### src/design/eba_regs.vh
// register offsets, field positions, reset values and timing counts of the eeprom access port
// assumes inclusion by bare name from the design files
`ifndef EBA_REGS_VH
`define EBA_REGS_VH

// ---------------------------------------------------------------
// io register offsets (byte address inside the io window)
// ---------------------------------------------------------------
`define EBA_OFS_CTRL         6'h1F
`define EBA_OFS_DATA         6'h20
`define EBA_OFS_ADDR_LOW     6'h21
`define EBA_OFS_ADDR_HIGH    6'h22

// ---------------------------------------------------------------
// control register fields
// ---------------------------------------------------------------
`define EBA_BIT_READ         0
`define EBA_BIT_WRITE        1
`define EBA_BIT_MASTER       2

// ---------------------------------------------------------------
// sizes and reset values
// ---------------------------------------------------------------
`define EBA_DEPTH            512
`define EBA_AW               9
`define EBA_DATA_RESET       8'h00

// ---------------------------------------------------------------
// timing
// ---------------------------------------------------------------
`define EBA_ARM_CYCLES       3'h4
`define EBA_READ_STALL       3'h4
`define EBA_WRITE_STALL      3'h2
`define EBA_CLK_NS           10
`define EBA_WRITE_TIME_US    3300
// write time in clock cycles, sized to the timer: 3300 us at 10 ns
`define EBA_WRITE_CYCLES     22'h050910

`endif

### src/design/eba_mem.v
// byte-wide storage array standing in for the eeprom cells
// assumes one clock; read data are registered, so data appear one edge after the read
`timescale 1ns/10ps
`include "eba_regs.vh"

module eba_mem (
    input  wire                    core_clk,  // system clock
    input  wire                    wr_en,     // write the addressed byte
    input  wire                    rd_en,     // fetch the addressed byte
    input  wire [`EBA_AW-1:0]      addr,      // linear byte address
    input  wire [7:0]              wdata,     // byte to store
    output reg  [7:0]              rdata      // fetched byte
);

    reg [7:0] cells [0:`EBA_DEPTH-1];

    // no reset: contents are nonvolatile by intent
    always @(posedge core_clk) begin
        if (wr_en) begin
            cells[addr] <= wdata;
        end
        if (rd_en) begin
            rdata <= cells[addr];
        end
    end

endmodule

### src/design/eba_timer.v
// self-timed write duration counter
// assumes start is a one-cycle pulse and is not raised while busy
`timescale 1ns/10ps
`include "eba_regs.vh"

module eba_timer #(
    parameter [21:0] WRITE_CYCLES = `EBA_WRITE_CYCLES
) (
    input  wire        core_clk,  // system clock
    input  wire        rstn,      // async reset, active low
    input  wire        start,     // begin a write period
    output wire        busy,      // write period running
    output wire        done       // one-cycle pulse at end
);

    reg [21:0] count;

    assign busy = (count != 22'h000000);
    assign done = (count == 22'h000001);

    always @(posedge core_clk or negedge rstn) begin
        if (!rstn) begin
            count <= 22'h000000;
        end else if (start) begin
            count <= WRITE_CYCLES;
        end else if (busy) begin
            count <= count - 22'h000001;
        end
    end

endmodule

### src/design/eba_port.v
// processor-side access port to a 512-byte data eeprom
// assumes the core issues one io access per cycle and honours stall
`timescale 1ns/10ps
`include "eba_regs.vh"

module eba_port #(
    parameter [21:0] WRITE_CYCLES = `EBA_WRITE_CYCLES
) (
    input  wire        core_clk,   // system clock
    input  wire        rstn,       // async reset, active low
    input  wire [5:0]  io_addr,    // io register address
    input  wire        io_wr,      // io write strobe
    input  wire        io_rd,      // io read strobe
    input  wire [7:0]  io_wdata,   // io write data
    output reg  [7:0]  io_rdata,   // io read data
    output wire        cpu_stall   // hold the core
);

    // ---------------------------------------------------------------
    // state
    // ---------------------------------------------------------------
    localparam [2:0] ST_IDLE  = 3'b001;
    localparam [2:0] ST_READ  = 3'b010;
    localparam [2:0] ST_WRITE = 3'b100;

    reg  [2:0]          state;
    reg  [2:0]          next_state;
    reg  [`EBA_AW-1:0]  eeprom_byte_address;
    reg  [7:0]          eeprom_data_byte;
    reg                 master_write_enable;
    reg  [2:0]          arm_count;
    reg  [2:0]          stall_count;
    reg                 read_pending;
    wire                write_strobe;
    wire                prog_busy;
    wire [7:0]          mem_rdata;

    wire wr_ctrl  = io_wr && (io_addr == `EBA_OFS_CTRL);
    wire wr_data  = io_wr && (io_addr == `EBA_OFS_DATA);
    wire wr_low   = io_wr && (io_addr == `EBA_OFS_ADDR_LOW);
    wire wr_high  = io_wr && (io_addr == `EBA_OFS_ADDR_HIGH);

    // ---------------------------------------------------------------
    // triggers
    // ---------------------------------------------------------------
    // a write needs the arm bit still live and no write running
    wire go_write = wr_ctrl && io_wdata[`EBA_BIT_WRITE] && master_write_enable
                    && !prog_busy && (state == ST_IDLE);
    // reads are refused while programming
    wire go_read  = wr_ctrl && io_wdata[`EBA_BIT_READ] && !prog_busy
                    && !go_write && (state == ST_IDLE);

    // ---------------------------------------------------------------
    // arming window
    // ---------------------------------------------------------------
    // arm set with write strobe clear, as the documented sequence asks
    always @(posedge core_clk or negedge rstn) begin
        if (!rstn) begin
            master_write_enable <= 1'b0;
            arm_count           <= 3'h0;
        end else if (wr_ctrl && io_wdata[`EBA_BIT_MASTER]
                     && !io_wdata[`EBA_BIT_WRITE]) begin
            master_write_enable <= 1'b1;
            arm_count           <= `EBA_ARM_CYCLES;
        end else if (go_write) begin
            master_write_enable <= 1'b0;
            arm_count           <= 3'h0;
        end else if (arm_count != 3'h0) begin
            arm_count <= arm_count - 3'h1;
            if (arm_count == 3'h1) begin
                master_write_enable <= 1'b0;
            end
        end
    end

    // ---------------------------------------------------------------
    // address and data registers
    // ---------------------------------------------------------------
    // address has no reset: its value is undefined until software loads it
    always @(posedge core_clk) begin
        if (wr_low && !prog_busy) begin
            eeprom_byte_address[7:0] <= io_wdata;
        end
        if (wr_high && !prog_busy) begin
            eeprom_byte_address[8] <= io_wdata[0];
        end
    end

    always @(posedge core_clk or negedge rstn) begin
        if (!rstn) begin
            eeprom_data_byte <= `EBA_DATA_RESET;
        end else if (read_pending) begin
            eeprom_data_byte <= mem_rdata;
        end else if (wr_data) begin
            eeprom_data_byte <= io_wdata;
        end
    end

    // ---------------------------------------------------------------
    // stall sequencer
    // ---------------------------------------------------------------
    always @* begin
        next_state = state;
        case (state)
            ST_IDLE: begin
                if (go_read) begin
                    next_state = ST_READ;
                end else if (go_write) begin
                    next_state = ST_WRITE;
                end
            end
            ST_READ: begin
                if (stall_count == 3'h1) begin
                    next_state = ST_IDLE;
                end
            end
            ST_WRITE: begin
                if (stall_count == 3'h1) begin
                    next_state = ST_IDLE;
                end
            end
            default: begin
                next_state = ST_IDLE;
            end
        endcase
    end

    always @(posedge core_clk or negedge rstn) begin
        if (!rstn) begin
            state        <= ST_IDLE;
            stall_count  <= 3'h0;
            read_pending <= 1'b0;
        end else begin
            state        <= next_state;
            read_pending <= go_read;
            if (go_read) begin
                stall_count <= `EBA_READ_STALL;
            end else if (go_write) begin
                stall_count <= `EBA_WRITE_STALL;
            end else if (stall_count != 3'h0) begin
                stall_count <= stall_count - 3'h1;
            end
        end
    end

    // stall covers the cycles after the triggering access
    assign cpu_stall = (stall_count != 3'h0);

    // ---------------------------------------------------------------
    // self-timed programming
    // ---------------------------------------------------------------
    eba_timer #(
        .WRITE_CYCLES (WRITE_CYCLES)
    ) u_timer (
        .core_clk (core_clk),
        .rstn     (rstn),
        .start    (go_write),
        .busy     (prog_busy),
        .done     ()
    );

    // strobe reads as one for the whole programming period
    assign write_strobe = prog_busy;

    eba_mem u_mem (
        .core_clk (core_clk),
        .wr_en    (go_write),
        .rd_en    (go_read),
        .addr     (eeprom_byte_address),
        .wdata    (eeprom_data_byte),
        .rdata    (mem_rdata)
    );

    // ---------------------------------------------------------------
    // io read mux
    // ---------------------------------------------------------------
    always @(posedge core_clk or negedge rstn) begin
        if (!rstn) begin
            io_rdata <= 8'h00;
        end else if (io_rd) begin
            case (io_addr)
                `EBA_OFS_CTRL:      io_rdata <= {5'h00, master_write_enable,
                                                 write_strobe, 1'b0};
                `EBA_OFS_DATA:      io_rdata <= eeprom_data_byte;
                `EBA_OFS_ADDR_LOW:  io_rdata <= eeprom_byte_address[7:0];
                `EBA_OFS_ADDR_HIGH: io_rdata <= {7'h00, eeprom_byte_address[8]};
                default:            io_rdata <= 8'h00;
            endcase
        end
    end

endmodule

### config.mk
export PLATFORM = sky130hd
export DESIGN_NAME = eba_port
export DESIGN_NICKNAME = d
export VERILOG_FILES = /design/src/design/eba_mem.v /design/src/design/eba_timer.v /design/src/design/eba_port.v
export VERILOG_INCLUDE_DIRS = /design/src /design/src/design
export SDC_FILE = /design/constraint.sdc
export NUM_CORES = 2
export LEC_CHECK = 0
export BUFFER_PORTS_ARGS = -buffer_cell sky130_fd_sc_hd__buf_4
export CORE_MARGIN = 4
export CORE_UTILIZATION = 37
export DETAILED_ROUTE_END_ITERATION = 10
export PLACE_DENSITY_LB_ADDON = 0.2
export SYNTH_ARGS = -nofsm -noshare
export SYNTH_HDL_FRONTEND = slang
export SYNTH_SLANG_ARGS = --single-unit
### constraint.sdc
create_clock -name core_clk -period 7.8 [get_ports core_clk]
set_clock_uncertainty 0.15 [all_clocks]
set_input_delay 1.17 -clock core_clk [delete_from_list [all_inputs] [get_ports core_clk]]
set_output_delay 1.17 -clock core_clk [all_outputs]
set_load 0.1 [all_outputs]
==> After elaboration in Yosys (flattened, before gate mapping) <==
Memories as Yosys holds them, arrays and structs flattened. A register that Yosys moved wholly into a read port is not among the register bits.
Index checks and enable logic that the tools add are counted.
W data, S select, Z words.
{ "word_totals": {"ff_bits": 58, "ramBits": 4096, "input_bits": 18, "out_inout_bits": 9, "wordCells": 76, "n_memories": 1} }
{ "mem_list": {"columns": ["memory", "words", "width", "read_ports", "rd_clocked_by_memory_dff", "wr", "line", "text"], "rows": [
  ["u_mem.cells", 512, 8, 1, 1, 1, "eba_mem.v:15", "reg [7:0] cells [0:`EBA_DEPTH-1];"]
]} }
{ "op_classes": {"n_addsub": 3, "eq_ne": 11, "n_mux": 21, "reduce_logical": 30} }
{ "ops": {"columns": ["cell", "count"], "rows": [
  ["$mux W22", 2],
  ["$pmux W8 S4", 1],
  ["$mux W3", 9],
  ["$reduce_bool A22 Y1", 1],
  ["$sub A22 B1 Y22 const B", 1],
  ["$eq A6 B6 Y1 const B", 3],
  ["$logic_and A1 B1 Y1", 16],
  ["$mux W8", 2],
  ["$reduce_bool A3 Y1", 5],
  ["$eq A3 B1 Y1 const B", 3],
  ["$eq A6 B5 Y1 const B", 1],
  ["$mux W1", 6],
  ["$pmux W3 S2", 1],
  ["$sub A3 B1 Y3 const B", 2],
  ["$reduce_and A2 Y1", 2],
  ["$reduce_bool A2 Y1", 2],
  ["$eq A3 B2 Y1 const B", 1],
  ["$eq A3 B3 Y1 const B", 1],
  ["$logic_not A1 Y1", 3],
  ["$ne A3 B3 Y1 const B", 1],
  ["$ne A2 B1 Y1 const B", 1],
  ["$reduce_or A2 Y1", 1]
]} }

==> Logic depth before layout (Yosys ltp) <==
{ "logic_depth": {"ltp_word": 11, "mapped_depth": 14, "depth_no_buf": 9} }

==> Modules after synthesis <==
Synthesis repeated with hierarchy kept, for this count alone.
{ "unflattened": {"hier_cells": 7864, "hier_area_um2": 161399.8} }
{ "modules_own_cells": {"columns": ["mod", "instances", "cells_each", "area_each_um2", "seq_area_each_um2"], "rows": [
  ["eba_mem", 1, 7575, 158439.5, 123238.2],
  ["eba_port", 1, 165, 1756.7, 947.2],
  ["eba_timer", 1, 124, 1203.7, 550.5]
]} }

==> Least setup slack after synthesis <==
No wires, ideal clock.
{ "synth_path": {"path_type": "register to register", "from": "register eeprom_data_byte[1]", "to": "memory u_mem.cells[0][1] (data pin)", "setup_ns": 1.407, "t_arrival_ns": 6.078, "required_time_ns": 6.243, "path_slack_ns": 0.164, "stages_incl_launch_ff": 1, "n_path_buf": 0, "synth_period_minus_slack_ns": 7.636, "cell_sequence": "dfrtp_1"} }
{ "synth_lines": {"columns": ["element", "line", "text"], "rows": [
  ["start: declaration", "eba_port.v:29", "reg [7:0] eeprom_data_byte;"],
  ["start signal: assignment", "eba_port.v:91", "eeprom_data_byte <= `EBA_DATA_RESET;"],
  ["start signal: assignment", "eba_port.v:93", "eeprom_data_byte <= mem_rdata;"],
  ["start signal: assignment", "eba_port.v:95", "eeprom_data_byte <= io_wdata;"],
  ["end: declaration", "eba_mem.v:15", null]
]} }
No word-level cell before the write port.

==> load_flow_metrics.sql <==
INSERT INTO impl_metrics (metric_group, metric, value, unit) VALUES
('placed_design', 'placed_area', '0.170', 'sq mm'),
('synth', 'synth.ff_latch_count', '4162', ''),
('clock_network', 'cts_resized', '0', ''),
('grt', 'grt_first_pass_wirelength', '699000', 'um'),
('worst_hold_path', 'holdCritPathClass', 'input pin to asynchronous set/reset pin', ''),
('synth', 'post_synth_main_area_contributors', 'sky130_fd_sc_hd__edfxtp_1 76%, sky130_fd_sc_hd__mux4_2 13%, sky130_fd_sc_hd__mux2i_1 2.3%', ''),
('floorplan', 'floorplan.die_area', '0.448', 'sq mm'),
('worst_setup_path', 'worst-endpoint-required', '8.41', 'ns'),
('timing', 'maxClockFrequency', '162', 'MHz'),
('pwr', 'power.share.sequential', '54.2', '%'),
('routing', 'wl', '509000', 'um'),
('timing', 'fin_crit', '6.15', 'ns'),
('job', 'maxCapViolations', '0', ''),
('floorplan', 'initial_core_util', '37.2', '%'),
('timing', 'tightest_slew', '1.41', 'ns'),
('worst_setup_path', 'critPathCaptureType', 'register', ''),
('synth', 'synth-edff-count', '4113', ''),
('grt', 'grt_overflow_total', '0', ''),
('clock_network', 'insertion_delay', '1.02', 'ns'),
('routing', 'dr.pass1.iters', '6', ''),
('final_layout', 'post_layout_instance_area', '0.183', 'sq mm'),
('pwr', 'leakage', '55.7', 'nW'),
('clock_network', 'cts-hold-fix-buffers', '0', ''),
('timing', 'setup-violations-final', '0', ''),
('synth', 'synth_top_area_cell', 'sky130_fd_sc_hd__edfxtp_1', ''),
('floorplan', 'ios', '27', ''),
('pwr', 'netSwitchingFraction', '21.2', '%'),
('status', 'status', 'completed', ''),
('pwr', 'power.internal', '36.8', 'mW'),
('final_layout', 'number_of_filler_instances_in_the_final_layout', '37384', ''),
('worst_setup_path', 'crit_arrival', '6.77', 'ns'),
('clock_network', 'h-tree-depth', '5', ''),
('pwr', 'total_power', '46.7', 'mW'),
('clock_network', 'cts_buf_count', '431', ''),
('grt', 'grt_start_max_net_pins', '198', ''),
('routing', 'wire_per_inst', '36.4', 'um'),
('pwr', 'p_sw', '9.90', 'mW'),
('routing', 'via_count', '82333', ''),
('synth', 'post_synth_inst_count', '7673', ''),
('timing', 'finalCritPeriodShare', '78.9', '%'),
('timing', 'slew_headroom', '4.88', '%'),
('placed_design', 'dp_hpwl', '313000', 'um'),
('floorplan', 'core_region_area', '0.435', 'sq mm'),
('worst_setup_path', 'timing_worst_setup_path_type', 'register to register', ''),
('worst_setup_path', 'worst-r2r-setup-slack', '1.65', 'ns'),
('routing', 'detailedRoute.firstIterationViolations', '11251', ''),
('routing', 'detail_route.vias_per_cell', '5.88', ''),
('placed_design', 'gp_congestion', '0.858', ''),
('final_layout', 'layout_commonest_cell', 'sky130_fd_sc_hd__edfxtp_1', ''),
('clock_network', 'post-cts-setup-buffers', '0', ''),
('clock_network', 'cts_buffer_depth', '4', ''),
('placed_design', 'worst_setup_timing_slack_at_the_placement_stage', '1.66', 'ns'),
('synth', 'netlist.area_leader.share', '76.4', '%'),
('final_layout', 'net_total_in_the_final_layout', '7932', ''),
('pwr', 'power.combinational.fraction', '2.4', '%'),
('synth', 'synth.yosys.seq_area_share', '77.1', '%'),
('final_layout', 'final_layout_size_suffix_gt1_share', '23.4', '%'),
('timing', 'finalWorstSetupSlack', '1.65', 'ns'),
('synth', 'net_count_synth', '7698', ''),
('final_layout', 'area_delta_synth_final', '13.4', '%'),
('grt', 'grt_util_all_layers', '22.4', '%'),
('worst_setup_path', 'start_kind', 'register', ''),
('clock_network', 'clk_pin_slew_worst_paths', '0.06', 'ns'),
('routing', 'detail-route-antenna-nets', '0', ''),
('timing', 'timing.final.hold_violations', '0', ''),
('timing', 'grt_setup_unrepaired', 'false', ''),
('synth', 'synth_async_sr_flop_share', '1.18', '%'),
('floorplan', 'die_x', '669', 'um'),
('pwr', 'vdd_drop_max', '0.000198', 'V'),
('clock_network', 'clock_sinks', '4162', ''),
('pwr', 'clockPowerShare', '43.4', '%');
==> synth_stat cells (all sizes together), types with 13 or more instances <==
master and n:
inv 21, nor2b 20, o22ai 60, clkbuf 200, and3 18, a22oi 191, edfxtp 4113, mux4 942
nand4 28, a221oi 44, a2111oi 13, o21ai 84, mux2i 377, buf 278, nand2 136, nand3 91
dfrtp 48, a211oi 13, nor2 585, nor3 37, o221ai 13, a21oi 77, nor4 17, mux2 34
a31oi 35, a22o 21
==> kinds of logic after synthesis <==
| kind of cell | Yosys count | share of synthesized area (%) |
|---|---|---|
| AOI/OAI and AO/OA | 628 | 2.72 |
| xor gates and xnor gates | 14 | 0.0758 |
| adders and majority gates | 7 | 0.0541 |
| buffers and inverters | 499 | 1.57 |
| DFF | 4162 | 77.1 |
| muxes | 1353 | 15.7 |
| and+or+nand+nor | 1010 | 2.78 |
==> metal layers <==
metal | vias up | routed length [um] | track usage [%]
met5 | - | 41 | 0
met4 | 6 | 18900 | 7.31
met3 | 760 | 44000 | 4.64
met2 | 4145 | 239000 | 35.3
met1 | 44847 | 207000 | 31.3
li1 | 32575 | - | -
==> per-stage QoR <==
stage	instances	utilization (%)	hold WS [ns]
floorplan	7673	-	0.276
finish	14006	42.2	0.0848
global placement	13205	39.0	0.290
detailed placement	13207	39.0	0.298
global route	13995	42.1	0.110
CTS	13992	42.1	0.0304
==> state kept, by name, indices dropped and copies added, names as in the netlist, 3 cells and up <==
register and count:
state 3, eeprom_byte_address 9, arm_count 3, u_mem.rdata 8, stall_count 3, eeprom_data_byte 8, io_rdata 8, u_timer.count 22
u_mem.cells 4096
==> worst max-delay path by stage <==
stage / end / slack, ns / from
final: u_mem.rdata[4] / 1.65 / eeprom_byte_address[0]
after global routing: u_mem.rdata[4] / 1.53 / eeprom_byte_address[0]
after CTS: u_mem.rdata[4] / 1.59 / eeprom_byte_address[0]
after detailed placement: u_mem.rdata[4] / 1.66 / eeprom_byte_address[0]
after global placement: u_mem.rdata[4] / 1.80 / eeprom_byte_address[0]
after floorplan: u_mem.cells[0][1] / 0.16 / eeprom_data_byte[1]
==> power groups by stage <==
stage	Clock (mW)	Sequential, mW	Combinational, mW
2_1_floorplan	0	26.5	0.0969
3_3_place_gp	0	25.8	1.08
3_5_place_dp	0	25.8	1.13
4_1_cts	20.5	25.3	1.12
5_1_grt	21.5	25.3	1.21
6_report	20.2	25.3	1.12
==> cell type report <==
class / instances / area (sq um) / area share, %
flip-flops and latches: 4162 / 125000 / 68.0
well taps: 5734 / 7170 / 3.91
repair buffers: 279 / 2680 / 1.46
multi-input cells: 3012 / 34900 / 19.0
clock buffers: 525 / 11400 / 6.22
clock inverters: 260 / 2380 / 1.30
inverters: 21 / 88.8 / 0.0484
diodes: 13 / 32.5 / 0.0177
==> critical path: stages, from the launching register on <==
cell	delay, ns
sky130_fd_sc_hd__edfxtp_1	1.27
sky130_fd_sc_hd__buf_12	0.34
sky130_fd_sc_hd__buf_4	0.42
sky130_fd_sc_hd__mux4_2	0.58
sky130_fd_sc_hd__mux4_2	0.56
sky130_fd_sc_hd__a22o_1	0.40
sky130_fd_sc_hd__nor4_1	1.05
sky130_fd_sc_hd__o2111a_1	0.50
sky130_fd_sc_hd__nand4b_1	0.19
sky130_fd_sc_hd__or3_1	0.36
(Power assumes the default switching activity.)
